## config.mk

```make
export PLATFORM = sky130hd
export DESIGN_NAME = fwg_guard
export DESIGN_NICKNAME = d
export VERILOG_FILES = /design/src/design/fwg_pkg.sv /design/src/design/fwg_prot_if.sv /design/src/design/fwg_prot_decode.sv /design/src/design/fwg_guard.sv
export VERILOG_INCLUDE_DIRS = /design/src /design/src/design
export SDC_FILE = /design/constraint.sdc
export NUM_CORES = 1
export LEC_CHECK = 0
export BUFFER_PORTS_ARGS = -buffer_cell sky130_fd_sc_hd__buf_2
export CAP_MARGIN = 20
export CORE_UTILIZATION = 66
export CTS_BUF_LIST = sky130_fd_sc_hd__clkbuf_2 sky130_fd_sc_hd__clkbuf_4 sky130_fd_sc_hd__clkbuf_8
export DETAILED_ROUTE_END_ITERATION = 8
export GPL_TIMING_DRIVEN = 0
export PLACE_DENSITY = 0.95
export REMOVE_ABC_BUFFERS = 1
export SLEW_MARGIN = 10
export SYNTH_ARGS = -nofsm -noshare
export SYNTH_HDL_FRONTEND = slang
export SYNTH_HIERARCHICAL = 1
export SYNTH_SLANG_ARGS = --single-unit
```

## constraint.sdc

```tcl
create_clock -name clk_i -period 6.5 [get_ports clk_i]
set_input_delay 1.3 -clock clk_i [delete_from_list [all_inputs] [get_ports clk_i]]
set_output_delay 1.3 -clock clk_i [all_outputs]
set_load 0.03 [all_outputs]
```

## src/design/fwg_regs.svh

```systemverilog
// Opcodes, frame counts and reset values of the write guard
`ifndef FWG_REGS_SVH
`define FWG_REGS_SVH

`define FWG_OP_WREN 8'h06
`define FWG_OP_WRDI 8'h04
`define FWG_OP_WRSR 8'h01
`define FWG_OP_PROG 8'h02
`define FWG_OP_SE4K 8'h20
`define FWG_OP_BE32 8'h52
`define FWG_OP_BE64 8'hD8
`define FWG_OP_CE_A 8'h60
`define FWG_OP_CE_B 8'hC7
`define FWG_OP_SECP 8'h42
`define FWG_OP_SECE 8'h44

`define FWG_CNT_ONE 6'h01
`define FWG_CNT_OP 6'h08
`define FWG_SEG_MAX 7'h7F
`define FWG_SEG_ZERO 7'h00
`define FWG_LATCH_RST 1'b0
`define FWG_PROT_RST 6'h00
`define FWG_COMPL_POS 5
`define FWG_WRSR_COMPL_POS 6

`endif

```

## src/design/fwg_pkg.sv

```systemverilog
// Types shared by the write guard modules
package fwg_pkg;
  typedef enum logic [1:0]
  {
    FWG_IDLE = 2'b01,
    FWG_FRAME = 2'b10
  } fwg_state_t;

  typedef logic [6:0] fwg_seg_t;
endpackage

```

## src/design/fwg_prot_if.sv

```systemverilog
// Carrier between frame logic and protection decoder
`timescale 1ns/1ns
interface fwg_prot_if;
  logic compl;
  logic [4:0] bp;
  fwg_pkg::fwg_seg_t rgn_first;
  fwg_pkg::fwg_seg_t rgn_last;
  logic hit;
  modport guard (output compl, bp, rgn_first, rgn_last, input hit);
  modport decode (input compl, bp, rgn_first, rgn_last, output hit);
endinterface

```

## src/design/fwg_prot_decode.sv

```systemverilog
// Decodes the protect bits and checks a 4 KB segment range against them
`timescale 1ns/1ns
module fwg_prot_decode
(
  input wire logic clk_i,
  input wire logic sys_rst_i,
  fwg_prot_if.decode pif
);
  import fwg_pkg::*;
  `include "fwg_regs.svh"

  // Segments (4 KB) of one protected block for the given bits
  function automatic logic [7:0] fwg_size(input logic [4:0] bp);
    logic [7:0] n;
    n = 8'h00;
    if (!bp[4])
    begin
      case (bp[1:0])
        2'b01: n = 8'h10;
        2'b10: n = 8'h20;
        2'b11: n = 8'h40;
        default: n = 8'h00;
      endcase
    end
    else if (bp[2])
      n = 8'h08;
    else
    begin
      case (bp[1:0])
        2'b01: n = 8'h01;
        2'b10: n = 8'h02;
        2'b11: n = 8'h04;
        default: n = 8'h00;
      endcase
    end
    return n;
  endfunction

  logic all_p;
  logic none_p;
  logic [7:0] lo;
  logic [7:0] hi;
  logic [7:0] first;
  logic [7:0] last;
  logic base_hit;
  logic in_base;

  always_comb
  begin
    first = {1'b0, pif.rgn_first};
    last = {1'b0, pif.rgn_last};
    none_p = (pif.bp[2:0] == 3'b000);
    all_p = (!pif.bp[4] && pif.bp[2]) || (pif.bp[4] && pif.bp[2:0] == 3'b111);
    if (all_p)
    begin
      lo = 8'h00;
      hi = 8'h7F;
    end
    else if (pif.bp[3])
    begin
      lo = 8'h00;
      hi = fwg_size(pif.bp) - 8'h01;
    end
    else
    begin
      lo = 8'h80 - fwg_size(pif.bp);
      hi = 8'h7F;
    end
    base_hit = !none_p && first <= hi && last >= lo;
    in_base = !none_p && first >= lo && last <= hi;
    pif.hit = pif.compl ? !in_base : base_hit;
  end
endmodule

```

## src/design/fwg_guard.sv

```systemverilog
// Write enable latch, protect bits and command gating of the flash
`timescale 1ns/1ns
// Notes on behaviour
// - Opcode 06h sets latch at frame end
// - Modifying commands need the latch set beforehand
// - Latch commands ignore whole bytes after opcode
// - Short or unaligned frame leaves latch unchanged
// - Opcode 04h clears latch at frame end
// - Protect bits change only by status write
// - Protect bits select none, a top/bottom fraction, or whole array
// - Bit3 picks top/bottom, bit4 finer granularity
// - Complement bit inverts the protected set
// - Commands touching protected bytes are ignored
// - Successful erase clears the latch
// - Low write-protect pin freezes protect bits
module fwg_guard
(
  input wire logic clk_i,
  input wire logic sys_rst_i,
  input wire logic cs_n_i,
  input wire logic sck_i,
  input wire logic mosi_i,
  input wire logic wp_n_i,
  output logic write_enable_latch_o,
  output logic protect_complement_o,
  output logic protect_bit4_granularity_o,
  output logic protect_bit3_top_bottom_o,
  output logic protect_bit2_o,
  output logic protect_bit1_o,
  output logic protect_bit0_o,
  output logic cmd_exec_o,
  output logic cmd_refused_o,
  output logic [7:0] cmd_opcode_o,
  output logic [23:0] cmd_addr_o
);
  import fwg_pkg::*;
  `include "fwg_regs.svh"

  function automatic logic fwg_is_array(input logic [7:0] op);
    return op == `FWG_OP_PROG || op == `FWG_OP_SE4K ||
      op == `FWG_OP_BE32 || op == `FWG_OP_BE64 ||
      op == `FWG_OP_CE_A || op == `FWG_OP_CE_B;
  endfunction

  function automatic logic fwg_is_erase(input logic [7:0] op);
    return op == `FWG_OP_SE4K || op == `FWG_OP_BE32 ||
      op == `FWG_OP_BE64 || op == `FWG_OP_CE_A ||
      op == `FWG_OP_CE_B || op == `FWG_OP_SECE;
  endfunction

  fwg_prot_if pif ();

  fwg_state_t state;
  fwg_state_t next_state;
  logic sck_q;
  logic [5:0] cnt;
  logic [5:0] next_cnt;
  logic [7:0] sr;
  logic [7:0] next_sr;
  logic [7:0] op;
  logic [7:0] next_op;
  logic [7:0] data;
  logic [7:0] next_data;
  logic [23:0] addr;
  logic [23:0] next_addr;
  logic wr_latch;
  logic next_wr_latch;
  logic [5:0] prot;
  logic [5:0] next_prot;
  logic next_exec;
  logic next_refused;
  logic [7:0] next_exec_op;
  logic [23:0] next_exec_addr;
  logic sck_rise;
  logic frame_end;
  logic aligned;
  logic addr_full;
  logic [7:0] byte_in;

  // ************************************************************
  // Frame shifting and end-of-frame decision
  // ************************************************************
  always_comb
  begin
    next_state = state;
    next_cnt = cnt;
    next_sr = sr;
    next_op = op;
    next_data = data;
    next_addr = addr;
    next_wr_latch = wr_latch;
    next_prot = prot;
    next_exec = 1'b0;
    next_refused = 1'b0;
    next_exec_op = cmd_opcode_o;
    next_exec_addr = cmd_addr_o;
    sck_rise = sck_i && !sck_q;
    frame_end = (state == FWG_FRAME) && cs_n_i;
    byte_in = {sr[6:0], mosi_i};
    aligned = (cnt[2:0] == 3'b000) && (cnt >= `FWG_CNT_OP);
    addr_full = cnt[5];
    // Region in 4 KB segments
    pif.rgn_first = addr[18:12];
    pif.rgn_last = addr[18:12];
    case (op)
      `FWG_OP_BE32:
      begin
        pif.rgn_first = {addr[18:15], 3'b000};
        pif.rgn_last = {addr[18:15], 3'b111};
      end
      `FWG_OP_BE64:
      begin
        pif.rgn_first = {addr[18:16], 4'b0000};
        pif.rgn_last = {addr[18:16], 4'b1111};
      end
      `FWG_OP_CE_A, `FWG_OP_CE_B:
      begin
        pif.rgn_first = `FWG_SEG_ZERO;
        pif.rgn_last = `FWG_SEG_MAX;
      end
      default:
      begin
        pif.rgn_first = addr[18:12];
        pif.rgn_last = addr[18:12];
      end
    endcase
    case (state)
      FWG_IDLE:
      begin
        if (!cs_n_i)
        begin
          next_state = FWG_FRAME;
          next_cnt = 6'h00;
          next_op = 8'h00;
        end
      end
      FWG_FRAME:
      begin
        if (cs_n_i)
        begin
          next_state = FWG_IDLE;
          next_exec_op = op;
          next_exec_addr = addr;
          case (op)
            `FWG_OP_WREN:
              if (aligned)
                next_wr_latch = 1'b1;
            `FWG_OP_WRDI:
              if (aligned)
                next_wr_latch = 1'b0;
            `FWG_OP_WRSR:
            begin
              if (aligned && cnt >= 6'h10 && wr_latch && wp_n_i)
              begin
                next_prot = {data[`FWG_WRSR_COMPL_POS], data[4:0]};
                next_exec = 1'b1;
                next_wr_latch = 1'b0;
              end
              else
                next_refused = 1'b1;
            end
            `FWG_OP_SECP, `FWG_OP_SECE:
            begin
              if (aligned && addr_full && wr_latch)
              begin
                next_exec = 1'b1;
                next_wr_latch = 1'b0;
              end
              else
                next_refused = 1'b1;
            end
            default:
            begin
              if (fwg_is_array(op))
              begin
                if (aligned && wr_latch && !pif.hit &&
                    (addr_full || !(op == `FWG_OP_PROG ||
                     op == `FWG_OP_SE4K || op == `FWG_OP_BE32 ||
                     op == `FWG_OP_BE64)))
                begin
                  next_exec = 1'b1;
                  next_wr_latch = 1'b0;
                end
                else
                  next_refused = 1'b1;
              end
            end
          endcase
        end
        else if (sck_rise)
        begin
          next_sr = byte_in;
          next_cnt = cnt[5] ? {1'b1, cnt[4:0] + 5'h01} : cnt + `FWG_CNT_ONE;
          if (cnt[2:0] == 3'b111)
          begin
            if (cnt == 6'h07)
              next_op = byte_in;
            if (cnt == 6'h0F)
              next_data = byte_in;
            if (cnt == 6'h0F || cnt == 6'h17 || cnt == 6'h1F)
              next_addr = {addr[15:0], byte_in};
          end
        end
      end
      default:
        next_state = FWG_IDLE;
    endcase
  end

  always_ff @(posedge clk_i or posedge sys_rst_i)
  begin
    if (sys_rst_i)
    begin
      state <= FWG_IDLE;
      sck_q <= 1'b0;
      cnt <= 6'h00;
      sr <= 8'h00;
      op <= 8'h00;
      data <= 8'h00;
      addr <= 24'h00_0000;
      wr_latch <= `FWG_LATCH_RST;
      prot <= `FWG_PROT_RST;
      cmd_exec_o <= 1'b0;
      cmd_refused_o <= 1'b0;
      cmd_opcode_o <= 8'h00;
      cmd_addr_o <= 24'h00_0000;
    end
    else
    begin
      state <= next_state;
      sck_q <= sck_i;
      cnt <= next_cnt;
      sr <= next_sr;
      op <= next_op;
      data <= next_data;
      addr <= next_addr;
      wr_latch <= next_wr_latch;
      prot <= next_prot;
      cmd_exec_o <= next_exec;
      cmd_refused_o <= next_refused;
      cmd_opcode_o <= next_exec_op;
      cmd_addr_o <= next_exec_addr;
    end
  end

  assign pif.compl = prot[`FWG_COMPL_POS];
  assign pif.bp = prot[4:0];
  assign write_enable_latch_o = wr_latch;
  assign protect_complement_o = prot[`FWG_COMPL_POS];
  assign protect_bit4_granularity_o = prot[4];
  assign protect_bit3_top_bottom_o = prot[3];
  assign protect_bit2_o = prot[2];
  assign protect_bit1_o = prot[1];
  assign protect_bit0_o = prot[0];

  fwg_prot_decode u_decode
  (
    .clk_i(clk_i),
    .sys_rst_i(sys_rst_i),
    .pif(pif.decode)
  );
endmodule

```

# Word level (Yosys, flattened, before mapping)
# Index checks and enable logic that the tools add are counted.
[op_classes]
n_reduce_logical = 48
eq_ne = 32
add_sub_neg = 4
n_bitwise = 1
magnitude_cmp = 6
muxes = 50
[op_table]
columns = ["operator", "n"]
rows = [
  ["$mux W8", 15],
  ["$pmux W7 S3", 3],
  ["$eq A8 B7 Y1 const B", 4],
  ["$mux W6", 4],
  ["$mux W1", 19],
  ["$eq A8 B3 Y1 const B", 2],
  ["$eq A8 B8 Y1 const B", 2],
  ["$ge A7 B8 Y1", 2],
  ["$le A7 B8 Y1", 2],
  ["$logic_and A1 B1 Y1", 16],
  ["$ne A2 B2 Y1 const B", 8],
  ["$pmux W8 S2", 1],
  ["$eq A6 B5 Y1 const B", 2],
  ["$pmux W6 S2", 1],
  ["$reduce_and A5 Y1", 2],
  ["$reduce_bool A5 Y1", 2],
  ["$logic_or A1 B1 Y1", 9],
  ["$pmux W3 S3", 1],
  ["$eq A8 B1 Y1 const B", 1],
  ["$eq A8 B2 Y1 const B", 1],
  ["$eq A8 B6 Y1 const B", 1],
  ["$reduce_and A4 Y1", 2],
  ["$reduce_and A8 Y1", 1],
  ["$sub A8 B1 Y8 const B", 1],
  ["23 further kinds", 39],
]
[word_totals]
out_inout_bits = 41
regBits = 96
input_bits = 6

# Logic depth before layout (Yosys ltp)
[logic_depth]
ltp_word = 22
mapped_depth = 18
mapped_depth_nobuf = 18

# Hierarchy
# Netlist, hierarchy kept.
[by_module_without_submodules]
columns = ["mod", "seq_area_each_um2", "cells_each", "instances", "area_each_um2"]
rows = [
  ["fwg_guard", 2378.5, 312, 1, 4070.2],
  ["fwg_prot_decode", 0.0, 133, 1, 973.4],
]

# Worst setup path after synthesis
# OpenSTA, ideal clock, no wires.
[synth_path]
kind = "reg2reg"
from = "reg prot[1]"
to = "reg cmd_exec_o"
slack_ps = 2951
t_required_ps = 6433
stages_incl_launch_ff = 18
t_arrival_ps = 3482
cell_sequence = "dfrtp_1 -> buf_4 -> nand2b_2 -> or2_1 -> ha_1 -> inv_1 -> o21ai_2 -> a221o_1 -> a21oi_2 -> ha_1 -> nand3_1 -> nor2_1 -> a211oi_1 -> o31ai_1 -> nand3_1 -> or3_1 -> o221ai_1 -> and3_1"
[synth_via]
elab_chain_len = 22
elab_cells_between_ends = 40
cone_classes = "2 x add/sub; 4 x order compare; 4 x eq/ne; 18 x mux; 12 x reduce/logical"
[synth_lines]
columns = ["item", "line_no", "source"]
rows = [
  ["start: declaration", "fwg_guard.sv:68", "logic [5:0] prot;"],
  ["start signal: assignment", "fwg_guard.sv:222", "prot <= `FWG_PROT_RST;"],
  ["start signal: assignment", "fwg_guard.sv:238", "prot <= next_prot;"],
  ["$eq A2 B2 Y1 or $eq A2 B1 Y1 (tied branches)", "fwg_prot_decode.sv:18, fwg_prot_decode.sv:29", ""],
  ["$pmux W3 S3", "fwg_prot_decode.sv:29", "case (bp[1:0])"],
  ["$mux W8", "fwg_prot_decode.sv:25", "else if (bp[2])"],
  ["$mux W8", "fwg_prot_decode.sv:16", "if (!bp[4])"],
  ["$mux W8", "fwg_prot_decode.sv:59", "else if (pif.bp[3])"],
  ["$mux W8", "fwg_prot_decode.sv:54", "if (all_p)"],
  ["$sub A8 B8 Y8", "fwg_prot_decode.sv:66", "lo = 8'h80 - fwg_size(pif.bp);"],
  ["$mux W8", "fwg_prot_decode.sv:59", ""],
  ["[... 6 more ...]", "n/a", ""],
  ["named net pif.hit", "fwg_prot_if.sv:8", "logic hit;"],
  ["$logic_not A1 Y1 (*)", "fwg_guard.sv:176", "if (aligned && wr_latch && !pif.hit &&"],
  ["$logic_and A1 B1 Y1 (*) (2 in a row)", "fwg_guard.sv:176", ""],
  ["$mux W1 (*)", "fwg_guard.sv:176", ""],
  ["$mux W1 (*)", "fwg_guard.sv:174", "if (fwg_is_array(op))"],
  ["$pmux W1 S3 (*)", "fwg_guard.sv:144", "case (op)"],
  ["$mux W1 (*)", "fwg_guard.sv:139", "if (cs_n_i)"],
  ["$mux W1 (*)", "fwg_guard.sv:127", "case (state)"],
  ["named net next_exec", "fwg_guard.sv:70", "logic next_exec;"],
  ["end signal: assignment", "fwg_guard.sv:239", "cmd_exec_o <= next_exec;"],
  ["end: declaration", "fwg_guard.sv:31", "output logic cmd_exec_o,"],
]
# The timed path passes the listed nets; every way through them passes the cells marked *. The select of a mux whose other input is x is not followed.
# A chain may end at the register's enable or synchronous reset.

# Final worst setup path
[layout_path]
from = "reg op[1]"
to = "reg cmd_exec_o"
[layout_via]
elab_cells_between_ends = 41
cone_classes = "4 x order compare; 11 x eq/ne; 8 x mux; 18 x reduce/logical"
[layout_lines]
columns = ["item", "line_no", "source"]
rows = [
  ["start: declaration", "fwg_guard.sv:60", "logic [7:0] op;"],
  ["start signal: assignment", "fwg_guard.sv:234", "op <= next_op;"],
  ["$eq A8 B7 Y1 or $eq A8 B8 Y1 (tied branches)", "fwg_guard.sv:105", "case (op)"],
  ["$reduce_or A2 Y1", "fwg_guard.sv:105", ""],
  ["$pmux W7 S3 (*)", "fwg_guard.sv:105", ""],
  ["named net pif.rgn_last[1]", "fwg_prot_if.sv:7", "fwg_pkg::fwg_seg_t rgn_last;"],
  ["$le A7 B8 Y1", "fwg_prot_decode.sv:70", "in_base = !none_p && first >= lo && last <= hi;"],
  ["$logic_and A1 B1 Y1", "fwg_prot_decode.sv:70", ""],
  ["$logic_not A1 Y1", "fwg_prot_decode.sv:71", "pif.hit = pif.compl ? !in_base : base_hit;"],
  ["$mux W1 (*)", "fwg_prot_decode.sv:71", ""],
  ["named net pif.hit", "fwg_prot_if.sv:8", ""],
  ["$logic_not A1 Y1 (*)", "fwg_guard.sv:176", ""],
  ["$logic_and A1 B1 Y1 (*) (2 in a row)", "fwg_guard.sv:176", ""],
  ["$mux W1 (*)", "fwg_guard.sv:176", ""],
  ["$mux W1 (*)", "fwg_guard.sv:174", ""],
  ["$pmux W1 S3 (*)", "fwg_guard.sv:144", ""],
  ["$mux W1 (*)", "fwg_guard.sv:139", ""],
  ["$mux W1 (*)", "fwg_guard.sv:127", ""],
  ["named net next_exec", "fwg_guard.sv:70", ""],
]
# The timed path passes the listed nets; every way through them passes the cells marked *.

==> results.txt <==
* Switching pwr: between 0.2 and 0.25 mW
- Register area share after synthesis: 47.2%
* Sequential Power Share: 56.4%
- Critical-path cell list: or4b_2 -> o22ai_1 -> nand2_1 -> a21boi_0 -> nand2b_1 -> ha_1 -> nor2b_1 -> o211ai_1 -> a211oi_1 -> o31ai_1 -> nand3_1 -> or3_1 -> o221ai_1 -> and3_1
- Count of flip-flops with a built-in enable after synthesis: 0
- The number of antenna violations at the first check in global routing is 0.
- Worst path arrival time: 4.50 ns
- Static timing analysis puts the maximum clock frequency at roughly 240 MHz.
* Hold_sp: cmd_opcode_o[3]
* Final hold violation count: 0
- Row generation in the floorplan step produced 31 rows.
- The tree built by TritonCTS fans out to 95 sinks.
- After floorplanning, the core was sized to cover 0.00733 mm^2.
- STA classifies the critical path startpoint as a register.
- Initial drt markers: 301
- CTS placed an instance of sky130_fd_sc_hd__clkbuf_8 at the clock tree root.
- Area growth syn-to-layout: 10.7%
- Critical Setup Path Class: reg2reg
- The slowest stage of the critical path is the sky130_fd_sc_hd__or4b_2 cell.
- For the pin with the worst max-slew slack, the measured transition is around 1.1 ns.
- Count of synthesis-stage warnings from yosys: 6
* Share of cells above drive strength 1: a little under a third
- Summing all placed instances gives a cell area of 0.00537 mm^2.
- Die outline width: between 80 and 90 um
- Global-route wire length before repair: 17.7 mm
* GRT Residual Overflow: 0
- Count of distinct cell types in the synthesized netlist: 66
* Number of CTS-inserted buffers: 9
- Max Transition Viols Final: 0
* Post-route standard cell area excluding fillers: 0.00559 mm^2
- On the final layout, the worst clock skew is 0.00874 ns.
- Number of instances resized during post-cts repair: 0
- Most used DFF post-synth: sky130_fd_sc_hd__dfrtp_1
- RSZ-0062 raised after global routing: false
- The worst hold path belongs to the class reg2reg.
- Port buffering added 46 buffers.
- At the end of routability-driven placement, the weighted congestion stood at 0.901.
- Clock-pin slew on the worst setup and hold paths: 0.09 ns
* Initial standard-cell utilization of the core: 68.8%
- Crit path largest cell delay: 0.70 ns
- Max-capacitance violation count: 0
- TritonCTS built the clock tree.
- The worst path meets setup with 2.29 ns of slack.
- The die is 89.4 um tall.
- Share of power burned in combinational logic: 3.8%
* Total number of vias: 3,709
* Antenna violation net count after detailed routing: 0
* Leakage Power: 2.88 nW
- Worst R2R Start: op[1]
- DRC Markers: 0
* Internal power: 0.835 mW
- The worst pin sits at a relative slew slack of 28.1%.
- Synthesis-stage register bit count: 95
* Hpwl dp: between 7 and 8 mm
- Aggregate negative setup slack: 0 ns
- The final layout contains routed wiring with a total length of 11.4 mm.
* CTS H-tree lvls: 3
- The worst path uses 64.8% of the clock period.
- Tot GR Track Use: 30.4%
- Pin count of the biggest net entering global routing: 56
- Critical path startpoint: op[1]
* Pwr dens: 192 mW/mm^2
- The flow ran to the end, and the final reports show no timing, DRC or antenna violations.
- Average vias per placed instance: 6.27
- Buffer depth of the longest clock path: 2
* Crit Path Max Fanout: 11
- Summing every instance area after synthesis gives 0.00504 mm^2.
- Pin placement for this block handled 47 I/O pins.
- Synthesis produced 445 cells.
- Number of inserted filler cells in the final layout: ~470
- Switching Fraction: 22.3%
* Clk pwr share: about two fifths
* Final net count: roughly 530
- Length of the first detailed-routing pass in iterations: 5
- Worst skew pair latency: around 0.36 ns
- Synth Area per Inst: 11.3 um^2
* Setup violation total in the final timing report: 0
* Placement-stage worst setup slack: 2.34 ns
- The number of global-route vias before repair came to 3,583.
* Number of buffers added to fix hold violations after cts: 0
* Max VDD drop: roughly 210 uV
- Buffers added to address setup during post-CTS repair amount to 0.
- Final total power: 1.07 mW
* Async set or reset register ratio after synthesis: 100%
- For the worst setup path, the data required time is 6.79 ns.
- The worst setup path is captured at a register.
- Die Outline Area: around 0.008 mm^2
- Avg WL per Cell: 19.2 um
* Clock period minus worst slack: 4.21 ns
- 0 antenna diodes ended up in the layout.
[state kept, by name, indices dropped and copies added, names as in the netlist]
register              flops
cmd_exec_o                1
sck_q                     1
cnt                       6
write_enable_latch_o      1
sr                        7
prot                      6
cmd_refused_o             1
cmd_addr_o               24
cmd_opcode_o              8
state                     2
op                        8
addr                     24
data                      6
[per-stage QoR]
step	hold WS, ns	util [%]	cells
after floorplan	0.475	-	429
after global placement	0.459	72.5	574
after detailed placement	0.465	73.2	576
final	0.503	76.2	592
after CTS	0.497	76.2	592
after global routing	0.514	76.2	592
[per-layer routing]
metal	up-vias	share of wire [%]	global-route usage [%]
met5	-	0	0
met4	0	1.9	10.5
met3	21	5.2	4.62
met2	134	50	52.0
met1	1852	43	39.9
li1	1702	-	-
[path summary, 6_finish.rpt]
| path | endpoint | slack [ns] | depth (start not counted) |
|---|---|---|---|
| worst min register to register | cmd_opcode_o[3] | 0.50 | 2 |
| max in group asynchronous | cmd_addr_o[13] | 4.89 | 3 |
| worst max-delay path | cmd_exec_o | 2.29 | 14 |
| worst min-delay path | cmd_opcode_o[3] | 0.50 | 2 |
| min in group asynchronous | op[1] | 0.97 | 2 |
| worst max register to register | cmd_exec_o | 2.29 | 14 |
[worst max-delay path: cells and delay by family (launching register included)]
| family | cells | cell delay [ns] |
|---|---|---|
| simple gates | 7 | 2.08 |
| compound gates | 6 | 1.28 |
| flops | 1 | 0.53 |
| fa+ha+maj | 1 | 0.26 |
[layout make-up]
class                           count  area, um^2  area share [%]
Clock buffer                       11         139            2.49
Inverter                           13        51.3           0.918
Sequential cell                    95        2380            42.6
Timing Repair Buffer               48         273            4.88
Multi-Input combinational cell    321        2540            45.5
Tap cell                           99         124            2.22
Clock inverter                      5        81.3            1.46
[power groups by stage]
| stage | logic (mW) | registers, mW | clock network [mW] |
|---|---|---|---|
| floorplan | 0.0272 | 0.612 | 0 |
| global placement | 0.0358 | 0.616 | 0 |
| detailed placement | 0.0401 | 0.617 | 0 |
| CTS | 0.0409 | 0.605 | 0.432 |
| global route | 0.0453 | 0.606 | 0.455 |
| finish | 0.0403 | 0.606 | 0.428 |
[kinds of logic (layout without fill, tap and decap cells)]
family / after synthesis / count (layout) / synth area share, %
buffers and inverters: 29 / 77 / 2.63
XOR/XNOR: 4 / 4 / 0.695
adder cells (fa/ha/maj): 34 / 34 / 8.41
flip-flops: 95 / 95 / 47.2
AND/OR/NAND/NOR: 144 / 144 / 16.2
AO/OA/AOI/OAI: 72 / 72 / 9.92
multiplexers: 67 / 67 / 15.0
[synth_stat cells, types with 3 or more instances]
cell / number / share of area [%]
sky130_fd_sc_hd__a21o_1: 5 / 0.74
sky130_fd_sc_hd__a21oi_1: 12 / 1.2
sky130_fd_sc_hd__a22o_1: 8 / 1.4
sky130_fd_sc_hd__and2_1: 8 / 0.99
sky130_fd_sc_hd__and3_1: 5 / 0.62
sky130_fd_sc_hd__buf_2: 4 / 0.40
sky130_fd_sc_hd__clkbuf_1: 8 / 0.60
sky130_fd_sc_hd__dfrtp_1: 94 / 47
sky130_fd_sc_hd__ha_1: 33 / 8.2
sky130_fd_sc_hd__inv_1: 13 / 0.97
sky130_fd_sc_hd__mux2_2: 67 / 15
sky130_fd_sc_hd__nand2_1: 36 / 2.7
sky130_fd_sc_hd__nand2b_1: 14 / 1.7
sky130_fd_sc_hd__nand3_1: 12 / 1.2
sky130_fd_sc_hd__nand3b_1: 5 / 0.74
sky130_fd_sc_hd__nand4_1: 6 / 0.74
sky130_fd_sc_hd__nor2_1: 23 / 1.7
sky130_fd_sc_hd__nor3_1: 3 / 0.30
sky130_fd_sc_hd__nor3b_1: 3 / 0.45
sky130_fd_sc_hd__o211ai_1: 5 / 0.74
sky130_fd_sc_hd__o21ai_0: 12 / 1.2
sky130_fd_sc_hd__o21ai_1: 5 / 0.50
sky130_fd_sc_hd__or3_1: 3 / 0.37
sky130_fd_sc_hd__xor2_1: 3 / 0.52
[cell usage in the layout (no fill, tap or decap), types with 3 or more instances in the layout]
cell type / Yosys / routed
sky130_fd_sc_hd__nand3_1: 12 / 12
sky130_fd_sc_hd__inv_1: 13 / 12
sky130_fd_sc_hd__xor2_1: 3 / 3
sky130_fd_sc_hd__or3_1: 3 / 3
sky130_fd_sc_hd__nand3b_1: 5 / 5
sky130_fd_sc_hd__nand2_1: 36 / 36
sky130_fd_sc_hd__a22o_1: 8 / 8
sky130_fd_sc_hd__buf_2: 4 / 46
sky130_fd_sc_hd__ha_1: 33 / 33
sky130_fd_sc_hd__a21o_1: 5 / 5
sky130_fd_sc_hd__nor3b_1: 3 / 3
sky130_fd_sc_hd__nand4_1: 6 / 6
sky130_fd_sc_hd__o21ai_1: 5 / 5
sky130_fd_sc_hd__nor2_1: 23 / 23
sky130_fd_sc_hd__dfrtp_1: 94 / 94
sky130_fd_sc_hd__o21ai_0: 12 / 12
sky130_fd_sc_hd__nand2b_1: 14 / 14
sky130_fd_sc_hd__mux2_2: 67 / 67
sky130_fd_sc_hd__and3_1: 5 / 5
sky130_fd_sc_hd__nor3_1: 3 / 3
sky130_fd_sc_hd__and2_1: 8 / 8
sky130_fd_sc_hd__o211ai_1: 5 / 5
sky130_fd_sc_hd__a21oi_1: 12 / 12
sky130_fd_sc_hd__clkbuf_8: 0 / 9
No activity file was read; power rests on OpenSTA's default activity.
